## src/verilog/asc_pkg.sv

```systemverilog
// Constants, field layouts and carrier types for the slot configuration bank.
// Functional notes
// - Second-slot select bit 13: 0 normal mode, 1 digital integration.
// - First-slot select bit 12: 0 normal mode, 1 digital integration.
// - Gapped bit 7 of options register clear: no gap between sample regions.
// - Gapped set: gap in microseconds is active slot's fine delay field.
// - Second-slot pair bit 6: 0 double pair, 1 single pair.
// - First-slot pair bit 5: 0 double pair, 1 single pair.
// - Window width bits 15:11, 1 us steps, resets to 4.
// - Coarse delay bits 10:5, 1 us steps, resets to 0x17.
// - Fine delay bits 4:0, 31.25 ns steps, resets to 0x1C.
// - Mode byte 0x1C normal, 0x1D integration; software must match selected mode.
// - Normal mode routes amplifier, filter, integrator, then converter in order.
// - Bit 7 makes integrator a buffer; forced whenever first-slot digital integration runs.
// - Per-channel gain set: channel 1 from bits 1:0, others from external word.
// - Bias select bits 5:4 picks one of four levels, resets to 3.
// - Gain bits 1:0 codes 200/100/50/25 kohm apply to all four channels.
// - With per-channel gain enabled the gain field sets channel 1 only.
// - Sixteen-bit read-write registers; reserved bits reset to zero except mode pair.
package asc_pkg;
  localparam int unsigned ASC_ADDR_W       = 8;
  localparam int unsigned ASC_DATA_W       = 16;
  localparam logic [7:0]  ASC_OFS_WINDOW   = 8'h39;
  localparam logic [7:0]  ASC_OFS_CHAIN    = 8'h42;
  localparam logic [7:0]  ASC_OFS_MODESEL  = 8'h58;
  localparam logic [7:0]  ASC_OFS_OPTIONS  = 8'h5A;
  localparam logic [15:0] ASC_RST_WINDOW   = 16'h22FC;
  localparam logic [15:0] ASC_RST_CHAIN    = 16'h1C38;
  localparam logic [15:0] ASC_RST_MODESEL  = 16'h0000;
  localparam logic [15:0] ASC_RST_OPTIONS  = 16'h0000;
  localparam int unsigned ASC_B_SECOND_SEL = 13;
  localparam int unsigned ASC_B_FIRST_SEL  = 12;
  localparam int unsigned ASC_B_GAPPED     = 7;
  localparam int unsigned ASC_B_SECOND_PR  = 6;
  localparam int unsigned ASC_B_FIRST_PR   = 5;
  localparam int unsigned ASC_B_INT_BUF    = 7;
  localparam int unsigned ASC_B_INDIV      = 6;
  localparam logic [7:0]  ASC_MODE_NORMAL  = 8'h1C;
  localparam logic [7:0]  ASC_MODE_DIGINT  = 8'h1D;
  localparam int unsigned ASC_CLK_NS       = 10;
  localparam int unsigned ASC_STEP_US_NS   = 1000;
  localparam int unsigned ASC_CYC_PER_US   = ASC_STEP_US_NS / ASC_CLK_NS;

  typedef struct packed {
    logic        wr_en;
    logic        rd_en;
    logic [7:0]  addr;
    logic [15:0] wdata;
  } asc_req_t;

  typedef struct packed {
    logic [15:0] value;
  } asc_word_t;

  typedef struct packed {
    logic        first_dig_int;
    logic        second_dig_int;
    logic        gapped;
    logic [4:0]  gap_us;
    logic        first_pair_single;
    logic        second_pair_single;
    logic [4:0]  win_width;
    logic [5:0]  win_coarse;
    logic [4:0]  win_fine;
    logic [11:0] win_width_cyc;
    logic [7:0]  mode_byte;
    logic        mode_mismatch;
    logic        full_chain;
    logic        int_as_buffer;
    logic        indiv_gain;
    logic [1:0]  bias_sel;
    logic [7:0]  ch_gain;
  } asc_cfg_t;
endpackage : asc_pkg

```

## src/verilog/asc_cfg_word.sv

```systemverilog
// One sixteen-bit read-write configuration word with a reset value.
`timescale 1ns/1ps
module asc_cfg_word
  import asc_pkg::*;
#(
  parameter logic [15:0] RESET_VALUE = 16'h0000
) (
  input  wire logic        sys_clk,
  input  wire logic        rstn,
  input  wire logic        wr_en,
  input  wire logic [15:0] wdata,
  output logic      [15:0] q
);
  asc_word_t state_reg;
  asc_word_t state_next;

  always_comb begin
    state_next = state_reg;
    if (wr_en) begin
      state_next.value = wdata;
    end
  end

  always_ff @(posedge sys_clk) begin
    if (!rstn) begin
      state_reg.value <= RESET_VALUE;
    end else begin
      state_reg <= state_next;
    end
  end

  assign q = state_reg.value;
endmodule : asc_cfg_word

```

## src/verilog/asc_slot_cfg.sv

```systemverilog
// Slot configuration register bank with decoded settings for the front end.
`timescale 1ns/1ps
module asc_slot_cfg
  import asc_pkg::*;
#(
  parameter int unsigned CYC_PER_US = ASC_CYC_PER_US
) (
  input  wire logic     sys_clk,
  input  wire logic     rstn,
  input  wire asc_req_t req,
  input  wire logic     slot_b_active,
  input  wire logic [4:0] second_window_fine_delay,
  input  wire logic [5:0] ext_gain_ch234,
  output logic [15:0]   rd_data,
  output logic          rd_valid,
  output asc_cfg_t      cfg
);
  // The width cycle count is twelve bits wide, which holds a full window only up to 132.
  if (CYC_PER_US == 0 || CYC_PER_US > 132) begin : g_bad_cyc_per_us
    $error("CYC_PER_US out of range");
  end

  typedef struct packed {
    asc_cfg_t    cfg;
    logic [15:0] rd_data;
    logic        rd_valid;
  } asc_state_t;

  asc_state_t  state_reg;
  asc_state_t  state_next;
  logic [15:0] w_window;
  logic [15:0] w_chain;
  logic [15:0] w_modesel;
  logic [15:0] w_options;
  logic        we_window;
  logic        we_chain;
  logic        we_modesel;
  logic        we_options;

  assign we_window  = req.wr_en && (req.addr == ASC_OFS_WINDOW);
  assign we_chain   = req.wr_en && (req.addr == ASC_OFS_CHAIN);
  assign we_modesel = req.wr_en && (req.addr == ASC_OFS_MODESEL);
  assign we_options = req.wr_en && (req.addr == ASC_OFS_OPTIONS);

  asc_cfg_word #(.RESET_VALUE(ASC_RST_WINDOW)) u_window (
    .sys_clk (sys_clk),
    .rstn    (rstn),
    .wr_en   (we_window),
    .wdata   (req.wdata),
    .q       (w_window)
  );

  asc_cfg_word #(.RESET_VALUE(ASC_RST_CHAIN)) u_chain (
    .sys_clk (sys_clk),
    .rstn    (rstn),
    .wr_en   (we_chain),
    .wdata   (req.wdata),
    .q       (w_chain)
  );

  asc_cfg_word #(.RESET_VALUE(ASC_RST_MODESEL)) u_modesel (
    .sys_clk (sys_clk),
    .rstn    (rstn),
    .wr_en   (we_modesel),
    .wdata   (req.wdata),
    .q       (w_modesel)
  );

  asc_cfg_word #(.RESET_VALUE(ASC_RST_OPTIONS)) u_options (
    .sys_clk (sys_clk),
    .rstn    (rstn),
    .wr_en   (we_options),
    .wdata   (req.wdata),
    .q       (w_options)
  );

  always_comb begin
    state_next = state_reg;
    state_next.cfg.second_dig_int     = w_modesel[ASC_B_SECOND_SEL];
    state_next.cfg.first_dig_int      = w_modesel[ASC_B_FIRST_SEL];
    state_next.cfg.gapped             = w_options[ASC_B_GAPPED];
    if (!w_options[ASC_B_GAPPED]) begin
      state_next.cfg.gap_us = 5'h00;
    end else if (slot_b_active) begin
      state_next.cfg.gap_us = second_window_fine_delay;
    end else begin
      state_next.cfg.gap_us = w_window[4:0];
    end
    state_next.cfg.second_pair_single = w_options[ASC_B_SECOND_PR];
    state_next.cfg.first_pair_single  = w_options[ASC_B_FIRST_PR];
    state_next.cfg.win_width          = w_window[15:11];
    state_next.cfg.win_width_cyc      = 12'(32'(w_window[15:11]) * CYC_PER_US);
    state_next.cfg.win_coarse         = w_window[10:5];
    state_next.cfg.win_fine           = w_window[4:0];
    state_next.cfg.mode_byte          = w_chain[15:8];
    state_next.cfg.mode_mismatch      = w_chain[15:8] != (w_modesel[ASC_B_FIRST_SEL]
                                        ? ASC_MODE_DIGINT : ASC_MODE_NORMAL);
    state_next.cfg.full_chain         = !w_modesel[ASC_B_FIRST_SEL]
                                        && (w_chain[15:8] == ASC_MODE_NORMAL);
    state_next.cfg.int_as_buffer      = w_chain[ASC_B_INT_BUF] | w_modesel[ASC_B_FIRST_SEL];
    state_next.cfg.indiv_gain         = w_chain[ASC_B_INDIV];
    state_next.cfg.bias_sel           = w_chain[5:4];
    if (w_chain[ASC_B_INDIV]) begin
      state_next.cfg.ch_gain = {ext_gain_ch234, w_chain[1:0]};
    end else begin
      state_next.cfg.ch_gain = {4{w_chain[1:0]}};
    end
    state_next.rd_valid = req.rd_en;
    state_next.rd_data  = 16'h0000;
    if (req.rd_en) begin
      unique case (req.addr)
        ASC_OFS_WINDOW:  state_next.rd_data = w_window;
        ASC_OFS_CHAIN:   state_next.rd_data = w_chain;
        ASC_OFS_MODESEL: state_next.rd_data = w_modesel;
        ASC_OFS_OPTIONS: state_next.rd_data = w_options;
        default:         state_next.rd_data = 16'h0000;
      endcase
    end
  end

  always_ff @(posedge sys_clk) begin
    if (!rstn) begin
      state_reg <= '0;
    end else begin
      state_reg <= state_next;
    end
  end

  assign rd_data  = state_reg.rd_data;
  assign rd_valid = state_reg.rd_valid;
  assign cfg      = state_reg.cfg;
endmodule : asc_slot_cfg
```

## config.mk

```make
export PLATFORM = sky130hd
export DESIGN_NAME = asc_slot_cfg
export DESIGN_NICKNAME = d
export VERILOG_FILES = /design/src/verilog/asc_pkg.sv /design/src/verilog/asc_cfg_word.sv /design/src/verilog/asc_slot_cfg.sv
export SDC_FILE = /design/constraint.sdc
export NUM_CORES = 1
export LEC_CHECK = 0
export BUFFER_PORTS_ARGS = -buffer_cell sky130_fd_sc_hd__clkbuf_2
export CORE_MARGIN = 3
export CORE_UTILIZATION = 40
export CTS_CLUSTER_DIAMETER = 120
export DETAILED_ROUTE_END_ITERATION = 16
export SETUP_SLACK_MARGIN = 0.2
export SYNTH_ARGS = -nofsm -noshare
export SYNTH_HDL_FRONTEND = slang
export SYNTH_SLANG_ARGS = --single-unit
```

## constraint.sdc

```tcl
create_clock -name sys_clk -period 3.4 [get_ports sys_clk]
set_clock_uncertainty 0.15 [all_clocks]
set_input_delay 0.68 -clock sys_clk [delete_from_list [all_inputs] [get_ports sys_clk]]
set_output_delay 0.68 -clock sys_clk [all_outputs]
set_load 0.05 [all_outputs]
```

Yosys cells after proc, flatten, opt, wreduce, memory -nomap -nowiden
Index checks and enable logic that the tools add are counted.
- reductions and logical operators: 8
- mux-type cells: 4
- bitwise operators: 1
- eq/ne operators: 6
- multiply operators: 1
- operators with widths (operator ; number):
    $pmux 16 s4 ; 1
    $eq 8x7->1 const B ; 3
    $mul 5x5->10 const B ; 1
    $eq 8x5->1 const B ; 1
    $eq 8x6->1 const B ; 1
    $mux 8 ; 1
    $ne 8x5->1 ; 1
    $logic_and 1x1->1 ; 5
    $mux 5 ; 1
    $reduce_and 2->1 ; 2
    $logic_not 1->1 ; 1
    $mux 1 ; 1
    $or 1x1->1 ; 1
- register bits after elaboration: 141
- output and inout port bits: 77

Longest topological paths before layout
- depth in word-level cells: 2
- gate-level depth with buffers: 10
- mapped depth without buffers: 10

Hierarchy
A second synthesis with hierarchy kept.
- cells, all modules: 485
- area, all modules: 5393.9 um2
- modules (own cells, without submodules) (module ; cells each ; seq. area each (um2) ; area each (um2) ; times used):
    asc_slot_cfg ; 281 ; 1441.4 ; 2966.6 ; 1
    asc_cfg_word (u_modesel ...) ; 51 ; 320.3 ; 615.6 ; 2
    asc_cfg_word (u_chain) ; 51 ; 320.3 ; 600.6 ; 1
    asc_cfg_word (u_window) ; 51 ; 320.3 ; 595.6 ; 1

Worst setup path before layout
No wires, ideal clock.
- kind: reg2reg
- from: register u_window.state_reg (netlist bit u_window.q[14])
- to: register state_reg (netlist bit cfg[33])
- clock period less this slack: 2.614 ns
- stages on the path, launching flop included: 11
- buffers on the path: 0
- required time: 3.135 ns
- arrival time: 2.349 ns
- library setup time: 0.115 ns
- setup slack: 0.786 ns
- cells stage by stage: dfxtp_1 -> inv_1 -> ha_1 -> inv_1 -> ha_1 -> ha_1 -> ha_1 -> and3_1 -> a221oi_1 -> xnor2_1 -> and2_1
- cells in the longest elaborated chain, start to end: 1
- ends and longest elaborated chain (what ; RTL line ; RTL):
    start, declared ; asc_cfg_word.sv:14 ; asc_word_t state_reg;
    start signal, assigned ; asc_cfg_word.sv:28 ; state_reg <= state_next;
    $mul 5x5->10 ; asc_slot_cfg.sv:92 ; state_next.cfg.win_width_cyc = 12'(32'(w_window[15:11]) * CYC_PER_US);
    end signal, assigned ; asc_slot_cfg.sv:125 ; state_reg <= state_next;
    end, declared ; asc_slot_cfg.sv:29 ; asc_state_t state_reg;
No other way between the ends.
A chain may end at the register's enable or synchronous reset.

Worst setup path in the final report
Ends and elaborated chain as after synthesis.

==> impl_metrics.ini <==
[outcome]
run_status = completed

[cts]
cts.reportedPaths.clkPinSlew_ns = 0.06
clockRootBuffer = sky130_fd_sc_hd__clkbuf_16
clock_tree_from_tritoncts = built
numCtsBuffers = 17
post_cts_buffers = 0
worst_skew_pair.late_latency_ns = 0.42
max-clock-path-buffers = 2
cts.sinks = 136
post_cts_resized = 0
htree_levels = 4
hold_buffers = 0

[timing]
grt_setup_unrepaired = false
max_slew_margin = 0.4251
finalWorstPathRequiredPeriod_ns = 2.827
tightestPinTransition_ns = 0.8600
report.final.hold_viol_count = 0
finalCritPeriodShare = 0.8314
finalWorstSetupSlack_ns = 0.5732
setup-tns-final_ns = 0
slew_violations = 0
setup_viol = 0
highest_clock_rate_ghz = 0.3538

[synthesis]
asyncSetResetFlopFracSynth = 0
synth.yosys.seq_area_share = 0.5226
netlist_top_cells_area = sky130_fd_sc_hd__dfxtp_1 (52%), sky130_fd_sc_hd__nand2_1 (9.9%), sky130_fd_sc_hd__a21boi_0 (6.8%)
synth_edf_count = 0
synth.cells.most_frequent = sky130_fd_sc_hd__nand2_1 (138), sky130_fd_sc_hd__dfxtp_1 (136), sky130_fd_sc_hd__a21boi_0 (47), sky130_fd_sc_hd__and2_1 (41), sky130_fd_sc_hd__nor2_1 (23)
syn-cell-area_mm2 = 0.005210
synth.largest_area_cell = sky130_fd_sc_hd__dfxtp_1
ys_warn_count = 0
postSynthCellCount = 547
synthDominantCellAreaShare = 0.5226
synth.most_common_cell = sky130_fd_sc_hd__nand2_1
postSynthAreaPerCell_um2 = 9.525
synth-seq-cells = 136
postSynth.topFlopCell = sky130_fd_sc_hd__dfxtp_1
ys_types = 39

[grt]
first_pass_grt_wire_length_um = 20800
grt_antenna_before_repair = 0
first_global_vias = 4082
pin_count_of_the_biggest_net_entering_global_routing = 115
grt_overflow = 0
grt_usage = 0.1862

[setup_path]
timing.critical_path.mode_cell = sky130_fd_sc_hd__ha_1
crit_path_max_fanout = 7
critical-path-slowest-cell = sky130_fd_sc_hd__dfxtp_1
critPathTopFamily = adder cells
delay_of_the_slowest_cell_on_the_worst_path_ns = 0.45
timing.critical_path.cells = inv_1 > ha_1 > inv_1 > ha_1 > ha_1 > ha_1 > and3_1 > a221oi_1 > xnor2_1 > and2_1
worstSetupStartpointType = flip-flop
critPathCaptureType = flip-flop
startpoint_to_endpoint_class_of_the_critical_path = reg -> reg
worst_ep_arrival_ns = 2.98
critPathBufInv = 2
critPathRequiredTime_ns = 3.56

[route]
drc = 0
first_pass_iters = 5
wire_length_reported_by_the_detailed_router_um = 13220
ant_nets = 0
via_per_inst = 5.019
dr_vias = 4191
route.detailed.wl_per_inst_um = 15.84
drt_iter0_markers = 332

[die]
dieWidth_um = 120.1
dieArea_mm2 = 0.01443
row_count = 41
io-pin-count = 117
die_height_um = 120.1
start_util = 0.4112
floorplan.core_area_mm2 = 0.01267

[placed_design]
placement.io_buffers = 114
gpl.final_weighted_congestion = 0.7951
post-dp-hpwl_um = 8908
detailedPlace.worstSlack_ns = 0.5962

[power]
peakVddDrop_uv = 265.4
power_leakage_nw = 2.799
power_per_cell_area_mw_per_mm2 = 556.9

[job]
maxCapViolations = 0

[final_layout]
n_fill_cell = 1222
area_growth_pct = 23.90
diodes = 0
layout-drive-gt1-share = 0.2383
fin_nets = 709

[min_path]
worstHoldPathType = reg -> reg
-- worst min-delay path, stage by stage, from the launching register on --
cell and delay (ns):
sky130_fd_sc_hd__dfxtp_1 0.31, sky130_fd_sc_hd__nand2_1 0.05, sky130_fd_sc_hd__a21boi_1 0.05
-- through the flow --
| stage | cell area [µm²] | utilization | instances | hold WS [ns] | total power [W] |
|---|---|---|---|---|---|
| after floorplan | 5214 | - | 548 | 0.2853 | 0.001745 |
| after global placement | 5867 | 0.4630 | 804 | 0.2915 | 0.001804 |
| after detailed placement | 5867 | 0.4630 | 804 | 0.2962 | 0.001805 |
| after CTS | 6455 | 0.5094 | 835 | 0.3040 | 0.003628 |
| after global routing | 6455 | 0.5094 | 835 | 0.3189 | 0.003700 |
| final | 6455 | 0.5094 | 835 | 0.3037 | 0.003595 |
-- state kept, by name, summed over array words and instances, names as in the netlist --
signal,cells
u_window.q,16
rd_valid,1
u_modesel.q,16
u_chain.q,16
cfg,55
u_options.q,16
rd_data,16
-- layer usage --
layer	GRT usage	vias up	wire length, µm	share of wire
met5	0	-	0	0
li1	-	2048	-	-
met4	0.08948	0	272	0.021
met2	0.2887	140	6199	0.47
met3	0.04477	21	738	0.056
met1	0.2441	1982	6013	0.45
-- report_power, final --
group          leakage, nW  switching (W)  internal, W
sequential            1.10     0.00000427      0.00161
clock                0.293       0.000643      0.00118
combinational         1.40       0.000107    0.0000518
total                 2.80       0.000755      0.00284
-- layout by cell type (no fill, tap or decap), types with 9 or more instances in the layout --
cell type and instances:
sky130_fd_sc_hd__ha_1 17, sky130_fd_sc_hd__a21boi_0 47, sky130_fd_sc_hd__and2_1 41, sky130_fd_sc_hd__clkbuf_2 114, sky130_fd_sc_hd__a222oi_1 16, sky130_fd_sc_hd__a21boi_1 9, sky130_fd_sc_hd__clkbuf_16 17, sky130_fd_sc_hd__nand3_1 19
sky130_fd_sc_hd__nor2_1 23, sky130_fd_sc_hd__dfxtp_1 136, sky130_fd_sc_hd__nand2_1 138, sky130_fd_sc_hd__buf_4 10, sky130_fd_sc_hd__a22o_1 16
-- cell families after synthesis --
| group | synth area share |
|---|---|
| simple gates | 0.2178 |
| xor+xnor | 0.008407 |
| flops | 0.5226 |
| compound gates | 0.1482 |
| mux | 0.009607 |
| other cells | 0.0007198 |
| fa+ha+maj | 0.04467 |
| buf+inv | 0.04803 |
-- path summary, 6_finish.rpt --
path                            cells past startpoint                     endpoint  slack [ns]                         from
worst max-delay path                               10           cfg[33]$_SDFF_PN0_        0.57  u_window.q[14]$_SDFFE_PN0P_
worst min register to register                      2  u_options.q[9]$_SDFFE_PN0P_        0.30  u_options.q[9]$_SDFFE_PN0P_
worst min-delay path                                2  u_options.q[9]$_SDFFE_PN0P_        0.30  u_options.q[9]$_SDFFE_PN0P_
worst max register to register                     10           cfg[33]$_SDFF_PN0_        0.57  u_window.q[14]$_SDFFE_PN0P_
-- layout make-up --
cell class              count  area (µm²)  share of cell area
clock inverters             9       123.9             0.01919
multi-input cells         365        2241              0.3472
flip-flops and latches    136        2723              0.4218
inverters                   6       22.52            0.003489
clock buffers              22       464.2             0.07191
repair buffers            125       665.6              0.1031
well taps                 172       215.2             0.03334
No activity file was read; power rests on OpenSTA's default activity.
